**config.mk**
```make
export PLATFORM = sky130hd
export DESIGN_NAME = disk_interface_status_control
export DESIGN_NICKNAME = d
export VERILOG_FILES = /design/src/verilog/sync2.v /design/src/verilog/check_word16.v /design/src/verilog/disk_interface_status_control.v
export VERILOG_INCLUDE_DIRS = /design/src /design/src/verilog
export SDC_FILE = /design/constraint.sdc
export NUM_CORES = 1
export LEC_CHECK = 0
export ABC_AREA = 1
export BUFFER_PORTS_ARGS = -buffer_cell sky130_fd_sc_hd__buf_2
export CORE_MARGIN = 2
export CORE_UTILIZATION = 40
export DETAILED_ROUTE_END_ITERATION = 10
export PLACE_DENSITY = 0.73
export SLEW_MARGIN = 20
export SYNTH_ARGS = -nofsm -noshare
export SYNTH_HDL_FRONTEND = slang
export SYNTH_HIERARCHICAL = 1
export SYNTH_SLANG_ARGS = --single-unit
```
**constraint.sdc**
```tcl
create_clock -name pclk -period 3.7 [get_ports pclk]
set_input_delay 0.37 -clock pclk [delete_from_list [all_inputs] [get_ports pclk]]
set_output_delay 0.37 -clock pclk [all_outputs]
set_load 0.02 [all_outputs]
```
**src/verilog/disk_status_map.vh**
```
`ifndef DISK_STATUS_MAP_VH
`define DISK_STATUS_MAP_VH

// Register byte offsets
`define OFF_XFER_STATUS 12'h000
`define OFF_UNIT_STATUS 12'h004
`define OFF_UNIT_ADDR_CTRL 12'h008
`define OFF_SECOND_CTRL 12'h00C

// Transfer status channel fields
`define XS_UNIT_SEL 8
`define XS_FULL 9
`define XS_READ_ERR 10
`define XS_TAG_CHK_ERR 11
`define XS_END_PAGE 12
`define XS_BANK_LO 13

// Unit status channel fields
`define US_ON_SECTOR 8
`define US_BUSY 9
`define US_READY 10
`define US_SEEK_ERR 11
`define US_ON_CYL 12
`define US_UNSAFE 13
`define US_XFER_ERR 14
`define US_NOT_DONE 15

// Control channel, unit meaning
`define UC_RELEASE 0
`define UC_SECTOR_SEL 1
`define UC_DIFF_SEL 2
`define UC_CLEAR 3
`define UC_LOGIC_LO 4
`define UC_UNIT_SEL 7
`define UC_AC_LO 8

// Control channel, address meaning
`define AC_WRITE_TAGS 0
`define AC_FULL 1
`define AC_PROCEED 2
`define AC_ODD 3
`define AC_PAGE_LO 4
`define AC_WRITE 8
`define AC_HEADER_LO 10

// Second control channel fields
`define SC_LOAD_ADDR 0
`define SC_BEGIN 1

// Reset values
`define RST_HALF 16'h0000
`define RST_SECOND 2'h0

// Words per data page and check word polynomial
`define PAGE_WORDS_DEF 512
`define CHECK_POLY 16'h8005

`endif

```
**src/verilog/sync2.v**
```verilog
module sync2 #(
  parameter W = 1
) (
  // Clock and reset
  input wire clk,
  input wire rst_n,
  // Data
  input wire [W-1:0] d,
  output reg [W-1:0] q
);

reg [W-1:0] meta_reg;

// First stage feeds only the second stage
always @(posedge clk or negedge rst_n) begin
  if (!rst_n) begin
    meta_reg <= {W{1'b0}};
    q <= {W{1'b0}};
  end else begin
    meta_reg <= d;
    q <= meta_reg;
  end
end

endmodule // sync2

```
**src/verilog/check_word16.v**
```verilog
module check_word16 #(
  parameter [15:0] POLY = 16'h8005
) (
  // Running check word and next data word
  input wire [15:0] crc_in,
  input wire [15:0] data,
  output reg [15:0] crc_out
);

integer i;
reg fb;

// Bit-serial update unrolled by the loop, MSB first
always @* begin
  crc_out = crc_in;
  fb = 1'b0;
  for (i = 15; i >= 0; i = i - 1) begin
    fb = crc_out[15] ^ data[i];
    crc_out = {crc_out[14:0], 1'b0} ^ (fb ? POLY : 16'h0000);
  end
end

endmodule // check_word16

```
**src/verilog/disk_interface_status_control.v**
```verilog
`include "disk_status_map.vh"

module disk_interface_status_control #(
  parameter PAGE_WORDS = `PAGE_WORDS_DEF,
  parameter [15:0] CHECK_POLY = `CHECK_POLY
) (
  // APB slave
  input wire pclk,
  input wire presetn,
  input wire psel,
  input wire penable,
  input wire pwrite,
  input wire [11:0] paddr,
  input wire [31:0] pwdata,
  output reg [31:0] prdata,
  output reg pready,
  output reg pslverr,
  // Drive status lines
  input wire [8:0] unit_selected_in,
  input wire [8:0] on_sector_in,
  input wire busy_in,
  input wire ready_in,
  input wire seek_error_in,
  input wire on_cylinder_in,
  input wire pack_unsafe_in,
  // Drive control lines
  output reg drv_strobe,
  output reg drv_release,
  output reg drv_clear,
  output reg drv_sector_select,
  output reg drv_diff_select,
  output reg [2:0] drv_unit_code,
  output reg drv_unit_select,
  output reg [7:0] drv_addr_ctrl,
  // Buffer memory
  output reg mem_addr_strobe,
  output reg [3:0] mem_page,
  output reg [5:0] mem_header,
  output reg mem_odd,
  input wire [15:0] mem_tag,
  input wire mem_parity_err,
  input wire [2:0] mem_bank,
  // Disk word stream
  input wire word_valid,
  input wire [15:0] word_data,
  // Timing control
  output reg xfer_active,
  output reg xfer_write,
  output reg write_tags_en
);

////////////////////////////////////////////////////////////////////////
localparam [4:0] ST_IDLE = 5'h01;
localparam [4:0] ST_TAG = 5'h02;
localparam [4:0] ST_TAGCHK = 5'h04;
localparam [4:0] ST_DATA = 5'h08;
localparam [4:0] ST_DATACHK = 5'h10;
localparam CW = $clog2(PAGE_WORDS + 1);
localparam [CW-1:0] LAST_WORD = PAGE_WORDS - 1;

////////////////////////////////////////////////////////////////////////
// Drive lines come from another domain
wire [22:0] drv_sync;

sync2 #(
  .W(23)
) u_sync (
  .clk(pclk),
  .rst_n(presetn),
  .d({unit_selected_in, on_sector_in, busy_in, ready_in,
      seek_error_in, on_cylinder_in, pack_unsafe_in}),
  .q(drv_sync)
);

wire [8:0] unit_sel_s = drv_sync[22:14];
wire [8:0] on_sector_s = drv_sync[13:5];
wire busy_s = drv_sync[4];
wire ready_s = drv_sync[3];
wire seek_err_s = drv_sync[2];
wire on_cyl_s = drv_sync[1];
wire unsafe_s = drv_sync[0];

////////////////////////////////////////////////////////////////////////
// Register state
reg [1:0] second_reg;
reg full_reg;
reg proceed_reg;
reg write_reg;
reg write_tags_reg;
reg read_err_reg;
reg tag_chk_err_reg;
reg tag_cmp_err_reg;
reg end_page_reg;
reg not_done_reg;
reg [2:0] bank_code_reg;
reg [4:0] state_reg;
reg [CW-1:0] count_reg;
reg [15:0] crc_reg;
reg [15:0] tag_crc_reg;

wire setup = psel && !penable;
wire wr_access = psel && penable && pwrite;
wire load_addr_mode = second_reg[`SC_LOAD_ADDR];
wire ctrl_wr = wr_access && (paddr == `OFF_UNIT_ADDR_CTRL);
wire unit_wr = ctrl_wr && !load_addr_mode;
wire addr_wr = ctrl_wr && load_addr_mode;

// Unit index: unit select bit picks the standby position
wire [3:0] unit_idx = drv_unit_select ? 4'h8 : {1'b0, drv_unit_code};
wire unit_selected_bit = unit_sel_s[unit_idx];
wire on_sector_bit = on_sector_s[unit_idx];

////////////////////////////////////////////////////////////////////////
// Status words
wire xfer_err = read_err_reg || tag_chk_err_reg || tag_cmp_err_reg;
wire [15:0] xfer_status;
wire [15:0] unit_status;

assign xfer_status = {bank_code_reg, end_page_reg, tag_chk_err_reg,
                      read_err_reg, full_reg, unit_selected_bit,
                      8'h00};
// not-finished bit is active high while the page runs
assign unit_status = {not_done_reg, xfer_err, unsafe_s, on_cyl_s,
                      seek_err_s, ready_s, busy_s, on_sector_bit,
                      8'h00};

////////////////////////////////////////////////////////////////////////
// APB answers in the access cycle right after setup
always @(posedge pclk or negedge presetn) begin
  if (!presetn) begin
    prdata <= 32'h00000000;
    pready <= 1'b0;
    pslverr <= 1'b0;
  end else begin
    pready <= setup;
    pslverr <= 1'b0;
    prdata <= 32'h00000000;
    if (setup) begin
      case (paddr)
        `OFF_XFER_STATUS: prdata <= {16'h0000, xfer_status};
        `OFF_UNIT_STATUS: prdata <= {16'h0000, unit_status};
        `OFF_UNIT_ADDR_CTRL: prdata <= 32'h00000000;
        `OFF_SECOND_CTRL: prdata <= {30'h00000000, second_reg};
        default: pslverr <= 1'b1;
      endcase
    end
  end
end

always @(posedge pclk or negedge presetn) begin
  if (!presetn) begin
    second_reg <= `RST_SECOND;
  end else if (wr_access && paddr == `OFF_SECOND_CTRL) begin
    second_reg <= pwdata[1:0];
  end
end

////////////////////////////////////////////////////////////////////////
// Drive control outputs, unit meaning of the control channel
always @(posedge pclk or negedge presetn) begin
  if (!presetn) begin
    drv_strobe <= 1'b0;
    drv_release <= 1'b0;
    drv_clear <= 1'b0;
    drv_sector_select <= 1'b0;
    drv_diff_select <= 1'b0;
    drv_unit_code <= 3'h0;
    drv_unit_select <= 1'b0;
    drv_addr_ctrl <= 8'h00;
  end else begin
    drv_strobe <= unit_wr;
    drv_release <= unit_wr && pwdata[`UC_RELEASE];
    drv_clear <= unit_wr && pwdata[`UC_CLEAR];
    if (unit_wr) begin
      drv_sector_select <= pwdata[`UC_SECTOR_SEL];
      drv_diff_select <= pwdata[`UC_DIFF_SEL];
      drv_unit_code <= {pwdata[`UC_LOGIC_LO], pwdata[`UC_LOGIC_LO+1],
                        pwdata[`UC_LOGIC_LO+2]};
      drv_unit_select <= pwdata[`UC_UNIT_SEL];
      // Field bits 8..15 carry address/control 7 down to 0
      drv_addr_ctrl <= {pwdata[`UC_AC_LO], pwdata[`UC_AC_LO+1],
                        pwdata[`UC_AC_LO+2], pwdata[`UC_AC_LO+3],
                        pwdata[`UC_AC_LO+4], pwdata[`UC_AC_LO+5],
                        pwdata[`UC_AC_LO+6], pwdata[`UC_AC_LO+7]};
    end
  end
end

////////////////////////////////////////////////////////////////////////
// Check word units: tag field and data page
wire [15:0] crc_next;
wire [15:0] tag_crc_next;

check_word16 #(
  .POLY(CHECK_POLY)
) u_data_crc (
  .crc_in(crc_reg),
  .data(word_data),
  .crc_out(crc_next)
);

check_word16 #(
  .POLY(CHECK_POLY)
) u_tag_crc (
  .crc_in(16'h0000),
  .data(word_data),
  .crc_out(tag_crc_next)
);

////////////////////////////////////////////////////////////////////////
// Transfer sequencer
wire start = state_reg[0] && full_reg && proceed_reg &&
             second_reg[`SC_BEGIN];
wire read_fail = (state_reg[3] && mem_parity_err) ||
                 (state_reg[4] && word_valid && word_data != crc_reg);
wire page_end = (state_reg[3] && word_valid && write_reg &&
                 count_reg == LAST_WORD) ||
                (state_reg[4] && word_valid);

always @(posedge pclk or negedge presetn) begin
  if (!presetn) begin
    state_reg <= ST_IDLE;
    count_reg <= {CW{1'b0}};
    crc_reg <= 16'h0000;
    tag_crc_reg <= 16'h0000;
  end else begin
    case (state_reg)
      ST_IDLE: begin
        count_reg <= {CW{1'b0}};
        crc_reg <= 16'h0000;
        if (start) begin
          // Writes skip the tag check: the tags are ours
          state_reg <= write_reg ? ST_DATA : ST_TAG;
        end
      end
      ST_TAG: begin
        if (word_valid) begin
          tag_crc_reg <= tag_crc_next;
          state_reg <= ST_TAGCHK;
        end
      end
      ST_TAGCHK: begin
        if (word_valid) begin
          state_reg <= ST_DATA;
        end
      end
      ST_DATA: begin
        if (word_valid) begin
          crc_reg <= crc_next;
          count_reg <= count_reg + {{(CW-1){1'b0}}, 1'b1};
          if (count_reg == LAST_WORD) begin
            state_reg <= write_reg ? ST_IDLE : ST_DATACHK;
          end
        end
      end
      ST_DATACHK: begin
        if (word_valid) begin
          state_reg <= ST_IDLE;
        end
      end
      default: state_reg <= ST_IDLE;
    endcase
  end
end

////////////////////////////////////////////////////////////////////////
// Address register, full and proceed
always @(posedge pclk or negedge presetn) begin
  if (!presetn) begin
    full_reg <= 1'b0;
    proceed_reg <= 1'b0;
    write_reg <= 1'b0;
    write_tags_reg <= 1'b0;
    mem_page <= 4'h0;
    mem_header <= 6'h00;
    mem_odd <= 1'b0;
    mem_addr_strobe <= 1'b0;
  end else begin
    mem_addr_strobe <= start;
    if (start) begin
      full_reg <= 1'b0;
      proceed_reg <= 1'b0;
    end
    // A new address overrides the clear; software waits on full
    if (addr_wr) begin
      full_reg <= pwdata[`AC_FULL];
      proceed_reg <= pwdata[`AC_PROCEED];
      write_reg <= pwdata[`AC_WRITE];
      write_tags_reg <= pwdata[`AC_WRITE_TAGS];
      mem_odd <= pwdata[`AC_ODD];
      mem_page <= {pwdata[`AC_PAGE_LO], pwdata[`AC_PAGE_LO+1],
                   pwdata[`AC_PAGE_LO+2], pwdata[`AC_PAGE_LO+3]};
      mem_header <= pwdata[`AC_HEADER_LO+5:`AC_HEADER_LO];
    end
  end
end

////////////////////////////////////////////////////////////////////////
// Error and completion flags; a start clears them and sets not-done, events win
always @(posedge pclk or negedge presetn) begin
  if (!presetn) begin
    read_err_reg <= 1'b0;
    tag_chk_err_reg <= 1'b0;
    tag_cmp_err_reg <= 1'b0;
    end_page_reg <= 1'b0;
    not_done_reg <= 1'b0;
    bank_code_reg <= 3'h0;
  end else begin
    if (start) begin
      read_err_reg <= 1'b0;
      tag_chk_err_reg <= 1'b0;
      tag_cmp_err_reg <= 1'b0;
      end_page_reg <= 1'b0;
      not_done_reg <= 1'b1;
    end
    if (state_reg[1] && word_valid && word_data != mem_tag) begin
      tag_cmp_err_reg <= 1'b1;
    end
    if (state_reg[2] && word_valid && word_data != tag_crc_reg) begin
      tag_chk_err_reg <= 1'b1;
    end
    if (read_fail) begin
      read_err_reg <= 1'b1;
      if (!read_err_reg) begin
        bank_code_reg <= ~mem_bank;
      end
    end
    if (page_end) begin
      end_page_reg <= 1'b1;
      not_done_reg <= 1'b0;
    end
  end
end

////////////////////////////////////////////////////////////////////////
// Timing outputs
always @(posedge pclk or negedge presetn) begin
  if (!presetn) begin
    xfer_active <= 1'b0;
    xfer_write <= 1'b0;
    write_tags_en <= 1'b0;
  end else begin
    xfer_active <= !state_reg[0] || start;
    xfer_write <= write_reg;
    write_tags_en <= write_tags_reg && write_reg;
  end
end

endmodule // disk_interface_status_control

```
-- Word level (Yosys, flattened, before mapping)
Index checks and enable logic that the tools add are counted.
- register bits: 173
- input port bits: 109
- word-level logic and storage cells: 225
- $add $sub $neg: 1
- $lt $le $gt $ge: 1
- equality and inequality tests: 18
- muxes and demuxes: 63
- bitwise operators: 64
- reductions and logical operators: 43
- operator list (operator ; count):
    $mux W16 ; 33
    $xor A16 B16 Y16 ; 31
    $ne A16 B16 Y1 ; 3
    $pmux W16 S3 ; 1
    $mux W5 ; 7
    $mux W32 ; 1
    $pmux W16 S2 ; 1
    $xor A1 B1 Y1 ; 31
    $pmux W5 S5 ; 1
    $eq A12 B4 Y1 const B ; 2
    $logic_and A1 B1 Y1 ; 23
    $pmux W10 S2 ; 1
    $mux W1 ; 13
    $eq A12 B3 Y1 const B ; 1
    $logic_not A12 Y1 ; 1
    $ne A2 B2 Y1 const B ; 6
    $reduce_bool A2 Y1 ; 6
    $add A10 B1 Y10 const B ; 1
    $eq A10 B9 Y1 const B ; 1
    $mux W10 ; 1
    $bmux W1 S4 ; 2
    $mux W4 ; 2
    $reduce_and A2 Y1 ; 3
    $reduce_and A6 Y1 ; 1
    11 further kinds ; 17

-- Logic depth before layout (Yosys ltp)
- depth in word-level cells: 50
- depth in mapped cells: 28
- gate-level depth less buffers: 28

-- Modules after synthesis
Netlist, hierarchy kept.
- by module, submodules not included (module ; instances ; cells an instance ; area an instance (um2) ; seq. area each (um2)):
    disk_interface_status_control ; 1 ; 668 ; 5383.9 ; 2628.8
    check_word16 ; 2 ; 113 ; 772.0 ; 0.0
    sync2 ; 1 ; 46 ; 1151.1 ; 1151.1

-- Worst setup path after synthesis
OpenSTA, ideal clock, no wires.
- path kind: input to register
- start point: in word_data[14]
- end point: reg tag_crc_reg[0]
- setup time: 0.125 ns
- data arrival time: 2.505 ns
- required time: 3.575 ns
- slack: 1.071 ns
- cell stages on the path: 24
- buffers on the path: 1
- cells stage by stage: xnor2_1 nand2_2 nand2_4 nand2_4 nand2_4 nand2_1 nand3_2 nand2_4 nand2_2 nand3_2 nand2_4 nand2_2 nand3_2 nand2_2 nand2_2 nand3_4 nand2_4 nand2_1 nand3_1 nand2_2 nand2_2 nand2_2 buf_4 mux2_2
- cells in the longest elaborated chain, start to end: 45
- RTL lines (element ; RTL line ; RTL):
    start, declared ; disk_interface_status_control.v:45 ; input wire [15:0] word_data,
    $xor A1 B1 Y1 * ; check_word16.v:18 ; fb = crc_out[15] ^ data[i];
    $mux W16 * ; check_word16.v:19 ; crc_out = {crc_out[14:0], 1'b0} ^ (fb ? POLY : 16'h0000);
    $xor A16 B16 Y16 * ; check_word16.v:19 ;
    $xor A1 B1 Y1 ; check_word16.v:18 ;
    $mux W16 ; check_word16.v:19 ;
    $xor A16 B16 Y16 * ; check_word16.v:19 ;
    $xor A1 B1 Y1 ; check_word16.v:18 ;
    $mux W16 ; check_word16.v:19 ;
    (+31 left out) ; n/a ;
    $xor A1 B1 Y1 ; check_word16.v:18 ;
    $mux W16 ; check_word16.v:19 ;
    $xor A16 B16 Y16 * ; check_word16.v:19 ;
    $xor A1 B1 Y1 * ; check_word16.v:18 ;
    named net u_tag_crc.fb ; check_word16.v:11 ; reg fb;
    $mux W16 * ; check_word16.v:19 ;
    $xor A16 B16 Y16 * ; check_word16.v:19 ;
    named net tag_crc_next[0] ; disk_interface_status_control.v:192 ; wire [15:0] tag_crc_next;
    end signal, assigned ; disk_interface_status_control.v:238 ; tag_crc_reg <= tag_crc_next;
    end, declared ; disk_interface_status_control.v:99 ; reg [15:0] tag_crc_reg;
Mark *: on every way through the listed nets, which the timed path passes. The rest lies on a longest branch.
A chain may end at the register's enable or synchronous reset.

-- Final worst setup path
- start point: reg crc_reg[15]
- end point: reg crc_reg[15]
- cells in the longest elaborated chain, start to end: 50
- RTL lines (element ; RTL line ; RTL):
    start, declared ; disk_interface_status_control.v:98 ; reg [15:0] crc_reg;
    start signal, assigned ; disk_interface_status_control.v:249 ; crc_reg <= crc_next;
    $xor A1 B1 Y1 * ; check_word16.v:18 ;
    $mux W16 * ; check_word16.v:19 ;
    $xor A16 B16 Y16 * ; check_word16.v:19 ;
    $xor A1 B1 Y1 ; check_word16.v:18 ;
    $mux W16 ; check_word16.v:19 ;
    $xor A16 B16 Y16 * ; check_word16.v:19 ;
    $xor A1 B1 Y1 ; check_word16.v:18 ;
    $mux W16 ; check_word16.v:19 ;
    (+35 left out) ; n/a ;
    $mux W16 ; check_word16.v:19 ;
    $xor A16 B16 Y16 * ; check_word16.v:19 ;
    $xor A1 B1 Y1 ; check_word16.v:18 ;
    $mux W16 ; check_word16.v:19 ;
    $xor A16 B16 Y16 * ; check_word16.v:19 ;
    named net crc_next[15] ; disk_interface_status_control.v:191 ; wire [15:0] crc_next;
    $mux W16 * ; disk_interface_status_control.v:248 ; if (word_valid) begin
    $pmux W16 S2 * ; disk_interface_status_control.v:227 ; case (state_reg)
Mark *: on every way through the listed nets, which the timed path passes. The rest lies on a longest branch. The select of a mux whose other input is x is not followed.

==> metrics <==
PostCTS Resize Cnt 0; CP Capture Type register; die area 21300 um^2; I/O Pins ~180; antenna violations before repair 0; worst hold slack 0.00703 ns; Primary FF master, synth dfrtp_1; kind of critical path register to register; FP Rows 51; Slew headroom 34.2%; number of flops mapped to enable cells by yosys 0; RSZ-0062 raised after global routing false; Total GRT Usage 16.1%; die width 146 um; total gr overflow 0; TritonCTS clock tree yes; met1 Track Usage GR 21.6%; WL final approximately 17000 um; Worst setup SP type register; Worst Max-Slew Pin Slew 0.984 ns; layout cells sized above 1 23.7%; buffers and inverters on the worst path 1; CTS Buf Count 17; worst slack, placed 0.625 ns; post-layout net count 1209; synth top area cells dfrtp_1 (46%), nand2_1 (10%), inv_1 (5.6%); post-synthesis instance area 8080 um^2; fillers roughly 1900; via count 6262; area of the core approximately 20000 um^2; area leader, netlist dfrtp_1; DRT iter0 DRCs 272; Worst Path Max Fanout 5; status completed; vias in the first global route 5839; Worst Clk Skew 0.0124 ns; placed insts about 1300; GR peak layer met2; final design utilization about half; Diodes inserted 0; fmax around 350 MHz; GR Layer Usage met2 26.7%; Worst Setup SP crc_reg[15]$_DFFE_PN0P_; Hold Path Class input port to asynchronous set/reset pin; final worst slack 0.834 ns; Die Ht between 100 and 150 um; RD Place Congestion ~0.84; Cells after Synth 940; share of the synthesized area in the top cell type around 46%; Critical-path top delay cell dfrtp_1; postcts setup bufs 0; Static Leak about 5.0 nW; Setup violations, final 0; CP required 3.99 ns; ys async rst share 100%; met3 Usage GRT between 3 and 4%; Synth Area per Inst 8.59 um^2; CP peak stage delay 0.42 ns; Final ANT Viol Nets 0; Yosys cell types 38; Worst-path clk slew 0.07 ns; max-cap viol count 0; final std cells w/o fill between 1000 and 1500; register area share after synthesis 46.8%; critical path's top delay family simple AND/OR/NAND/NOR gates; power density cells 472 nW/um^2; CP arrival 3.16 ns; drt first pass iters 5; crit share post-route 77.5%; count leader, synth nand2_1; setup_tns 0 ns; clk root buf clkbuf_16; Bufs on Longest Clock Path 2; CTS H-tree lvls 4; synth cell count leaders nand2_1 (219), dfrtp_1 (150), inv_1 (120); Wirelength per Cell 12.2 um; first-pass GRT wire length 27900 um; worst vdd rail ir drop 0.000268 V; Max Slew Vio Count 0; Starting Density 41.1%; YS warnings 6; Syn-to-layout area delta 18.6%; largest net degree at the start of global routing 95; worst-skew pair later-pin latency 0.42 ns; Final Hold Violating Endpoints 0; clk sinks 151; DRC viols 0; #FFs+latches synth between 150 and 200; drt via density between 4 and 5; Final Critical Period 2.87 ns; hpwl dp approximately 13000 um; Worst R2R Start crc_reg[15]$_DFFE_PN0P_; Port Buffers around 140; Hold Buf Count CTS 0
==> layout by cell type (no fill, tap or decap), types with 2 or more instances in the layout <==
master      count
o21ai_1         2
o21ai_0        51
o31ai_1         5
nand3_4         2
or2_2           7
buf_2         135
inv_1         120
nand4_1        14
xnor2_1        46
nand3_2        19
inv_8           3
nand3_1        76
conb_1         42
nand2_2        28
mux2_2         13
inv_6           5
buf_4           2
dfrtp_1       150
a21oi_1        15
clkbuf_16      17
inv_2           2
nor2_2          2
clkinvlp_4      4
nand2_1       219
xor2_1         46
nor2_1         45
nand2_4        17
nor3_1          9
==> through the flow <==
stage	instance area, um^2	total power [W]
2_1_floorplan	8230	0.00269
3_3_place_gp	9010	0.00287
3_5_place_dp	9010	0.00290
4_1_cts	9580	0.00457
5_1_grt	9580	0.00478
6_report	9580	0.00452
==> final timing paths <==
| check | endpoint | slack, ns | depth (start not counted) |
|---|---|---|---|
| min reg2reg | u_sync/q[7]$_DFF_PN0_ | 0.35 | 0 |
| max reg2reg | crc_reg[15]$_DFFE_PN0P_ | 0.83 | 28 |
| max in group asynchronous | count_reg[1]$_DFFE_PN0P_ | 2.74 | 2 |
| min | u_sync/meta_reg[13]$_DFF_PN0_ | 0.007 | 1 |
| max | crc_reg[15]$_DFFE_PN0P_ | 0.83 | 28 |
| min in group pclk | u_sync/meta_reg[8]$_DFF_PN0_ | 0.05 | 1 |
==> where the power goes <==
group / internal (W) / switching, W
sequential: 0.00179 / 0.0000829
clock: 0.000907 / 0.000755
combinational: 0.000393 / 0.000597
==> layout make-up <==
type,instances,area (um^2),area share [%]
Multi-Input combinational cell,669,3740,39.0
Tap cell,265,332,3.46
Timing Repair Buffer,138,702,7.32
Clock buffer,18,439,4.58
Sequential cell,151,3780,39.4
Inverter,122,458,4.78
Clock inverter,14,133,1.38
==> logic make-up after synthesis <==
logic type                 Yosys count  share of synthesized area, %
xor gates and xnor gates            92                          9.97
muxes                               14                          1.95
adders and majority gates            1                         0.155
other                                1                        0.0464
and+or+nand+nor                    445                          27.4
AOI/OAI and AO/OA                   75                          4.86
DFF                                151                          46.8
buffers and inverters              161                          8.81
==> metal layers <==
| layer | vias up | wire [um] |
|---|---|---|
| met5 | - | 0 |
| met2 | 168 | 8050 |
| met3 | 9 | 897 |
| li1 | 3213 | - |
| met1 | 2872 | 7740 |
| met4 | 0 | 131 |
==> worst register-to-register path: cells and delay by family, from the launching register on <==
family                 cells  cell delay, ns
DFF                        1            0.42
AOI/OAI and AO/OA          1            0.08
and+or+nand+nor           26            2.14
buffers and inverters      1            0.10
Power figures use the tool's default switching activity.
